## src/spira_pkg.sv

```systemverilog
// Constants, types and register map of the serial register access port
package spira_pkg;

  // Register space
  localparam int unsigned ADDR_W     = 10;
  localparam int unsigned NUM_REGS   = 5;
  localparam logic [9:0] OFS_DEVICE_ACTIVE_CTRL     = 10'h000;
  localparam logic [9:0] OFS_SCAN_AND_PWM_SETUP     = 10'h001;
  localparam logic [9:0] OFS_DRIVE_CONFIG_A         = 10'h002;
  localparam logic [9:0] OFS_FAULT_COMP_CONFIG      = 10'h003;
  localparam logic [9:0] OFS_CURRENT_DEGHOST_CONFIG = 10'h004;

  localparam logic [7:0] RST_DEVICE_ACTIVE_CTRL     = 8'h00;
  localparam logic [7:0] RST_SCAN_AND_PWM_SETUP     = 8'h5e;
  localparam logic [7:0] RST_DRIVE_CONFIG_A         = 8'h00;
  localparam logic [7:0] RST_FAULT_COMP_CONFIG      = 8'h00;
  localparam logic [7:0] RST_CURRENT_DEGHOST_CONFIG = 8'h47;

  // Field positions
  localparam int unsigned DEVICE_ACTIVE_BIT = 0;
  localparam int unsigned ADDR2_HI_MSB      = 7;
  localparam int unsigned ADDR2_HI_LSB      = 6;
  localparam int unsigned DIR_BIT           = 5;
  localparam logic        DIR_WRITE         = 1'b1;

  // Serial framing
  localparam logic [2:0] LAST_BIT = 3'h7;

  // Two-wire follower address: fixed upper bits, straps below
  localparam logic [2:0] TWO_WIRE_ADDR_PREFIX = 3'h4;

  // Serial clock limit and resulting cycles per serial clock period
  localparam int unsigned CLK_MHZ         = 250;
  localparam int unsigned SCLK_MAX_MHZ    = 12;
  localparam int unsigned SCLK_MIN_CYCLES = CLK_MHZ / SCLK_MAX_MHZ;

  // Strap capture delay after reset release, covers the synchroniser depth
  localparam logic [1:0] STRAP_SETTLE = 2'h3;

  typedef enum logic [2:0] {
    SPIRA_IDLE  = 3'b000,
    SPIRA_BUS_ID_STRAP_HIGH = 3'b001,
    SPIRA_ADDR2 = 3'b010,
    SPIRA_WRITE = 3'b011,
    SPIRA_READ  = 3'b100
  } spira_state_t;

  typedef struct packed {
    logic [7:0] current_deghost_config;
    logic [7:0] fault_comp_config;
    logic [7:0] drive_config_a;
    logic [7:0] scan_and_pwm_setup;
    logic [7:0] device_active_ctrl;
  } spira_cfg_t;

  typedef struct packed {
    logic ss_n;
    logic sclk;
    logic mosi;
    logic interface_select_strap;
    logic bus_id_strap_high;
    logic bus_id_strap_low;
  } spira_pins_t;

endpackage : spira_pkg

```

## src/spira_sync.sv

```systemverilog
// Two-stage synchroniser for asynchronous pin inputs
`timescale 1ns/1ps
module spira_sync #(
  parameter int unsigned WIDTH = 1
) (
  // Clock and reset
  input  wire logic             clk,
  input  wire logic             reset_n,
  // Data
  input  wire logic [WIDTH-1:0] d,
  output logic      [WIDTH-1:0] q
);

  logic [WIDTH-1:0] meta_r;
  logic [WIDTH-1:0] meta_nxt;
  logic [WIDTH-1:0] q_nxt;

  always_comb begin
    meta_nxt = d;
    q_nxt    = meta_r;
  end

  always_ff @(posedge clk or negedge reset_n) begin
    if (!reset_n) begin
      meta_r <= '0;
      q      <= '0;
    end else begin
      meta_r <= meta_nxt;
      q      <= q_nxt;
    end
  end

endmodule : spira_sync

```

## src/spira_port.sv

```systemverilog
// Serial host port with strap-selected mode and five configuration registers
`timescale 1ns/1ps
//
// Operation
// - Interface strap low selects two-wire follower mode; serial port stays idle.
// - Interface strap high selects the serial follower port.
// - Two-wire follower address built from the two bus id straps.
// - Serial clock up to 12 MHz; host never exceeds it.
// - Data output released whenever no read data is returned.
// - Data output driven only in a read transfer with select low.
// - Data output released throughout a write transfer.
// - Select high returns the state machine and bit counter to idle.
// - Input data sampled on each rising serial clock edge.
// - Read data shifted out on falling serial clock edges.
// - Every byte is eight bits, most significant bit first.
// - First byte holds register address bits 9 to 2.
// - Second byte: address bits 1,0, then direction bit 5, rest ignored.
// - Address advances by one after each data byte.
// - Inactive device keeps registers, only the active control register is accessible.
module spira_port
  import spira_pkg::*;
(
  // Clock and reset
  input  wire logic       clk,
  input  wire logic       reset_n,
  // Serial pins
  input  wire logic       ss_n,
  input  wire logic       sclk,
  input  wire logic       mosi,
  output logic            miso_o,
  output logic            miso_oe_n,
  // Straps
  input  wire logic       interface_select_strap,
  input  wire logic       bus_id_strap_low,
  input  wire logic       bus_id_strap_high,
  // Mode and configuration towards the device core
  output logic            spi_mode_r,
  output logic [6:0]      two_wire_addr_r,
  output spira_cfg_t      cfg_r
);

  spira_pins_t pins_raw;
  spira_pins_t pins_s;

  assign pins_raw = '{ss_n:                   ss_n,
                      sclk:                   sclk,
                      mosi:                   mosi,
                      interface_select_strap: interface_select_strap,
                      bus_id_strap_high:      bus_id_strap_high,
                      bus_id_strap_low:       bus_id_strap_low};

  spira_sync #(
    .WIDTH ($bits(spira_pins_t))
  ) u_sync (
    .clk     (clk),
    .reset_n (reset_n),
    .d       (pins_raw),
    .q       (pins_s)
  );

  // Strap capture, once after reset release
  logic [1:0] settle_r;
  logic [1:0] settle_nxt;
  logic       straps_done_r;
  logic       straps_done_nxt;
  logic       spi_mode_nxt;
  logic [6:0] two_wire_addr_nxt;

  always_comb begin
    settle_nxt        = settle_r;
    straps_done_nxt   = straps_done_r;
    spi_mode_nxt      = spi_mode_r;
    two_wire_addr_nxt = two_wire_addr_r;
    if (!straps_done_r) begin
      if (settle_r == STRAP_SETTLE) begin
        straps_done_nxt   = 1'b1;
        spi_mode_nxt      = pins_s.interface_select_strap;
        two_wire_addr_nxt = {TWO_WIRE_ADDR_PREFIX, 2'h0,
                             pins_s.bus_id_strap_high,
                             pins_s.bus_id_strap_low};
      end else begin
        settle_nxt = settle_r + 2'h1;
      end
    end
  end

  always_ff @(posedge clk or negedge reset_n) begin
    if (!reset_n) begin
      settle_r        <= 2'h0;
      straps_done_r   <= 1'b0;
      spi_mode_r      <= 1'b0;
      two_wire_addr_r <= 7'h00;
    end else begin
      settle_r        <= settle_nxt;
      straps_done_r   <= straps_done_nxt;
      spi_mode_r      <= spi_mode_nxt;
      two_wire_addr_r <= two_wire_addr_nxt;
    end
  end

  // Serial clock edge detection on the synchronised level
  logic sclk_d_r;
  logic sclk_rise;
  logic sclk_fall;

  assign sclk_rise = pins_s.sclk & ~sclk_d_r;
  assign sclk_fall = ~pins_s.sclk & sclk_d_r;

  always_ff @(posedge clk or negedge reset_n) begin
    if (!reset_n) begin
      sclk_d_r <= 1'b0;
    end else begin
      sclk_d_r <= pins_s.sclk;
    end
  end

  // Register access helpers
  function automatic logic [7:0] reg_read(input spira_cfg_t c, input logic [9:0] a);
    logic active;
    active = c.device_active_ctrl[DEVICE_ACTIVE_BIT];
    case (a)
      OFS_DEVICE_ACTIVE_CTRL:     reg_read = c.device_active_ctrl;
      OFS_SCAN_AND_PWM_SETUP:     reg_read = active ? c.scan_and_pwm_setup : 8'h00;
      OFS_DRIVE_CONFIG_A:         reg_read = active ? c.drive_config_a : 8'h00;
      OFS_FAULT_COMP_CONFIG:      reg_read = active ? c.fault_comp_config : 8'h00;
      OFS_CURRENT_DEGHOST_CONFIG: reg_read = active ? c.current_deghost_config : 8'h00;
      default:                    reg_read = 8'h00;
    endcase
  endfunction : reg_read

  // Serial state machine
  spira_state_t state_r;
  spira_state_t state_nxt;
  logic [2:0]   bit_cnt_r;
  logic [2:0]   bit_cnt_nxt;
  logic [7:0]   rx_r;
  logic [7:0]   rx_nxt;
  logic [7:0]   tx_r;
  logic [7:0]   tx_nxt;
  logic [9:0]   addr_r;
  logic [9:0]   addr_nxt;
  logic         miso_nxt;
  logic         miso_oe_n_nxt;
  spira_cfg_t   cfg_nxt;
  logic [7:0]   rx_byte;
  logic         byte_done;
  logic         active;

  always_comb begin
    state_nxt   = state_r;
    bit_cnt_nxt = bit_cnt_r;
    rx_nxt      = rx_r;
    tx_nxt      = tx_r;
    addr_nxt    = addr_r;
    miso_nxt    = miso_o;
    cfg_nxt     = cfg_r;
    rx_byte     = {rx_r[6:0], pins_s.mosi};
    byte_done   = sclk_rise && (bit_cnt_r == LAST_BIT);
    active      = cfg_r.device_active_ctrl[DEVICE_ACTIVE_BIT];
    if (!spi_mode_r || pins_s.ss_n) begin
      // Idle whenever deselected or in two-wire mode
      state_nxt   = SPIRA_IDLE;
      bit_cnt_nxt = 3'h0;
      miso_nxt    = 1'b0;
    end else begin
      if (sclk_rise && state_r != SPIRA_IDLE) begin
        rx_nxt      = rx_byte;
        bit_cnt_nxt = bit_cnt_r + 3'h1;
      end
      case (state_r)
        SPIRA_IDLE: begin
          state_nxt   = SPIRA_BUS_ID_STRAP_HIGH;
          bit_cnt_nxt = 3'h0;
        end
        SPIRA_BUS_ID_STRAP_HIGH: begin
          if (byte_done) begin
            addr_nxt  = {rx_byte, 2'h0};
            state_nxt = SPIRA_ADDR2;
          end
        end
        SPIRA_ADDR2: begin
          if (byte_done) begin
            addr_nxt = {addr_r[9:2], rx_byte[ADDR2_HI_MSB:ADDR2_HI_LSB]};
            if (rx_byte[DIR_BIT] == DIR_WRITE) begin
              state_nxt = SPIRA_WRITE;
            end else begin
              state_nxt = SPIRA_READ;
              tx_nxt    = reg_read(cfg_r,
                                   {addr_r[9:2], rx_byte[ADDR2_HI_MSB:ADDR2_HI_LSB]});
            end
          end
        end
        SPIRA_WRITE: begin
          if (byte_done) begin
            // Standby leaves only the active control register writable so settings survive
            case (addr_r)
              OFS_DEVICE_ACTIVE_CTRL: cfg_nxt.device_active_ctrl = rx_byte;
              OFS_SCAN_AND_PWM_SETUP: begin
                if (active) cfg_nxt.scan_and_pwm_setup = rx_byte;
              end
              OFS_DRIVE_CONFIG_A: begin
                if (active) cfg_nxt.drive_config_a = rx_byte;
              end
              OFS_FAULT_COMP_CONFIG: begin
                if (active) cfg_nxt.fault_comp_config = rx_byte;
              end
              OFS_CURRENT_DEGHOST_CONFIG: begin
                if (active) cfg_nxt.current_deghost_config = rx_byte;
              end
              default: begin
              end
            endcase
            addr_nxt = addr_r + 10'h001;
          end
        end
        SPIRA_READ: begin
          if (sclk_fall) begin
            miso_nxt = tx_r[7];
            tx_nxt   = {tx_r[6:0], 1'b0};
          end
          if (byte_done) begin
            addr_nxt = addr_r + 10'h001;
            tx_nxt   = reg_read(cfg_r, addr_r + 10'h001);
          end
        end
        default: begin
          state_nxt = SPIRA_IDLE;
        end
      endcase
    end
    miso_oe_n_nxt = ~(state_nxt == SPIRA_READ);
  end

  always_ff @(posedge clk or negedge reset_n) begin
    if (!reset_n) begin
      state_r   <= SPIRA_IDLE;
      bit_cnt_r <= 3'h0;
      rx_r      <= 8'h00;
      tx_r      <= 8'h00;
      addr_r    <= 10'h000;
      miso_o    <= 1'b0;
      miso_oe_n <= 1'b1;
      cfg_r     <= '{current_deghost_config: RST_CURRENT_DEGHOST_CONFIG,
                     fault_comp_config:      RST_FAULT_COMP_CONFIG,
                     drive_config_a:         RST_DRIVE_CONFIG_A,
                     scan_and_pwm_setup:     RST_SCAN_AND_PWM_SETUP,
                     device_active_ctrl:     RST_DEVICE_ACTIVE_CTRL};
    end else begin
      state_r   <= state_nxt;
      bit_cnt_r <= bit_cnt_nxt;
      rx_r      <= rx_nxt;
      tx_r      <= tx_nxt;
      addr_r    <= addr_nxt;
      miso_o    <= miso_nxt;
      miso_oe_n <= miso_oe_n_nxt;
      cfg_r     <= cfg_nxt;
    end
  end

endmodule : spira_port

```

## config.mk

```make
export PLATFORM = sky130hd
export DESIGN_NAME = spira_port
export DESIGN_NICKNAME = d
export VERILOG_FILES = /design/src/spira_pkg.sv /design/src/spira_sync.sv /design/src/spira_port.sv
export SDC_FILE = /design/constraint.sdc
export NUM_CORES = 1
export LEC_CHECK = 0
export ABC_AREA = 1
export BUFFER_PORTS_ARGS = -buffer_cell sky130_fd_sc_hd__buf_2
export CAP_MARGIN = 25
export CORE_UTILIZATION = 30
export CTS_BUF_LIST = sky130_fd_sc_hd__clkbuf_8
export CTS_CLUSTER_DIAMETER = 100
export DETAILED_ROUTE_END_ITERATION = 10
export GPL_TIMING_DRIVEN = 0
export SLEW_MARGIN = 20
export SYNTH_ARGS = -nofsm -noshare
export SYNTH_HDL_FRONTEND = slang
export SYNTH_SLANG_ARGS = --single-unit
```

## constraint.sdc

```tcl
create_clock -name clk -period 1.9 [get_ports clk]
set_input_delay 0.38 -clock clk [delete_from_list [all_inputs] [get_ports clk]]
set_output_delay 0.38 -clock clk [all_outputs]
set_load 0.005 [all_outputs]
```

==> results.json <==
{
  "status": "finished, violations left",
  "violations": "setup timing",
  "stdcell_area_sq_mm": 0.00666,
  "clk-insertion-delay-late_ns": 0.40,
  "yosys_most_used_dff": "dfrtp_1",
  "grt_pass1_wl_um": 25100,
  "drcViolationCount": 0,
  "diodes": 0,
  "cp-end-kind": "flop",
  "layout_common_cells": "nand2_1, dfrtp_1, inv_1",
  "antenna_found_initial": 0,
  "vias": 4856,
  "critPathArrivalTime_ns": 2.33,
  "clockRootBuffer": "clkbuf_8",
  "avgSynthCellArea_sq_um": 7.77,
  "yosys_warnings": 0,
  "drv_cap": 0,
  "fill_cells": 1727,
  "grt_usage_pct": 18.5,
  "rows": 47,
  "nNetsFinal": 785,
  "max-clock-path-buffers": 2,
  "max_freq_mhz": 500,
  "setup_viol": 8,
  "viasPerCell": 4.89,
  "crit_slowest_cell": "dfrtp_2",
  "dp_hpwl_um": 11100,
  "path_max_fanout": 8,
  "fin_util_pct": 39.9,
  "maxSlewHeadroom_pct": 60.4,
  "synth_seq_area_share_pct": 45.3,
  "drt_iter0_drc": 309,
  "slew_viol_final": 0,
  "synthCells": 665,
  "wl_um": 15800,
  "cp-startpoint": "addr_r[1]",
  "cts_max_level": 3,
  "first_pass_iters": 5,
  "die_height_um": 133,
  "hp-class": "in2reg",
  "ioPinCount": 58,
  "die_x_um": 133,
  "syn_to_final_growth_pct": 28.9,
  "synth_edf_count": 0,
  "setup_ws_ns": -0.101,
  "final_cells": 994,
  "finalCritPeriodShare_pct": 105,
  "startpoint_type": "flop",
  "worstReg2RegStart": "addr_r[1]",
  "ys_ff_latch": 93,
  "path_common_cell": "nand2_1",
  "core_area_sq_mm": 0.0167,
  "grt_start_max_net_pins": 57,
  "start_util_pct": 30.9,
  "required_ns": 2.23,
  "tightest_slew_ns": 0.594,
  "path_clk_slew_ns": 0.10,
  "cts_sinks": 93,
  "drive_above_1_share_pct": 27.8,
  "placedCellCount": 942,
  "cp_cell_sequence": "ha_4 > nand2_4 > nor2_4 > nand2_1 > nand2_1 > inv_1 > nand3_2 > nor2_4 > buf_12 > nand2_4 > nor2_4 > a21oi_1 > nand2_1 > nand2_1 > a21oi_2",
  "worst_path_largest_cell_delay_ns": 0.44,
  "synthArstFlopShare_pct": 100,
  "cts-buffers-inserted": 9,
  "post-place-ws_ns": -0.340,
  "criticalPathCategory": "reg2reg",
  "ys_types": 40,
  "ir_worst_vdd_v": 0.000424,
  "period_needed_ns": 2.00,
  "die_area_sq_mm": 0.0178,
  "p_leak_nw": 3.30,
  "drtAntennaViolNets": 0,
  "cts_tree": "built",
  "wl_per_cell_um": 15.9,
  "dpl_cell_area_sq_mm": 0.00577,
  "power_per_cell_area_mw_per_mm2": 533,
  "tns_ns": -0.604,
  "gp_congestion": 0.939,
  "hold_viol_final": 0,
  "syn_area_sq_mm": 0.00517,
  "finalClockSkew_ns": 0.0113,
  "grt_setup_unrepaired": "true",
  "io_buffers": 53,
  "worstHoldStart": "bus_id_strap_high",
  "grt_pass1_vias": 4714,
  "overflow": 0,
  "final_common_cell": "nand2_1"
}
[timing repair]
action	CTS	global route
setup endpoints to repair	56	57
hold buffers	1	0
resized for setup	61	45
hold endpoints to repair	29	0
buffers inserted	21	12
pin swaps	22	21
cloned	2	0
[power breakdown]
group | internal (mW) | leakage, nW | switching, mW
Combinational | 0.0298 | 2.00 | 0.0850
Clock | 0.628 | 0.0984 | 0.788
Sequential | 2.00 | 1.19 | 0.0131
Total | 2.66 | 3.30 | 0.886
[Yosys cell counts, types with 7 or more instances]
| cell | n | area [sq um] |
|---|---|---|
| o21ai_0 | 45 | 225 |
| dfrtp_1 | 83 | 2080 |
| o21a_1 | 7 | 52.6 |
| o21ai_1 | 10 | 50.1 |
| a21oi_1 | 27 | 135 |
| a21oi_2 | 8 | 70.1 |
| nor2_1 | 48 | 180 |
| dfstp_2 | 10 | 263 |
| inv_1 | 69 | 259 |
| nand3_1 | 13 | 65.1 |
| clkbuf_1 | 12 | 45.0 |
| a22oi_1 | 7 | 52.6 |
| nor3_1 | 7 | 35.0 |
| nand4_1 | 32 | 200 |
| nand2_1 | 220 | 826 |
| ha_1 | 8 | 100 |
[worst max-delay path, delay by kind of cell (launching register included)]
kind                       cells  cell delay, ns
adders and majority gates      1            0.20
buffers and inverters          2            0.22
AOI/OAI and AO/OA              2            0.22
and+or+nand+nor               10            0.85
DFF                            1            0.44
[routing by layer]
metal / GRT usage [%] / vias to the layer above / routed length, um / share of wire, %
met3: 3.88 / 40 / 802 / 5.1
met1: 23.7 / 2307 / 6770 / 43
met4: 8.14 / 0 / 597 / 3.8
met2: 30.0 / 142 / 7590 / 48
li1: - / 2367 / - / -
met5: 0 / - / 0 / 0
[through the flow]
step | power, mW | hold WS (ns)
finish | 3.55 | 0.0858
global route | 3.71 | 0.0544
CTS | 3.61 | 0.0607
detailed placement | 2.17 | 0.314
global placement | 2.16 | 0.332
floorplan | 2.09 | 0.0844
[cell families after synthesis]
logic type / share of synthesized area [%]
other: 0.0726
DFF: 45.3
muxes: 0.436
and+or+nand+nor: 30.6
buffers and inverters: 8.52
xor gates and xnor gates: 0.484
AOI/OAI and AO/OA: 12.6
adders and majority gates: 1.94
[layout make-up]
class	instances	area [sq um]	share of cell area [%]
Tap cell	220	275	4.13
Clock buffer	9	124	1.86
Timing Repair Buffer	90	674	10.1
Clock inverter	7	82.6	1.24
Sequential cell	93	2350	35.2
Multi-Input combinational cell	475	2670	40.1
Buffer	24	201	3.02
Inverter	76	288	4.32
[worst paths after layout]
check	end	slack (ns)	cells after the start
setup / recovery	tx_r[2]	-0.10	15
hold / removal	u_sync.meta_r[1]	0.09	1
setup reg to reg	tx_r[2]	-0.10	15
hold reg to reg	u_sync.q[3]	0.35	0
max in group asynchronous	miso_oe_n	0.79	3
min in group asynchronous	cfg_r[28]	0.46	2
[registers in the layout, summed over array words and instances (netlist names)]
signal,cells
cfg_r,40
addr_r,10
tx_r,8
rx_r,7
u_sync.meta_r,6
u_sync.q,6
bit_cnt_r,3
state_r,3
two_wire_addr_r,3
settle_r,2
miso_o,1
miso_oe_n,1
sclk_d_r,1
spi_mode_r,1
straps_done_r,1
Power figures use the tool's default switching activity.
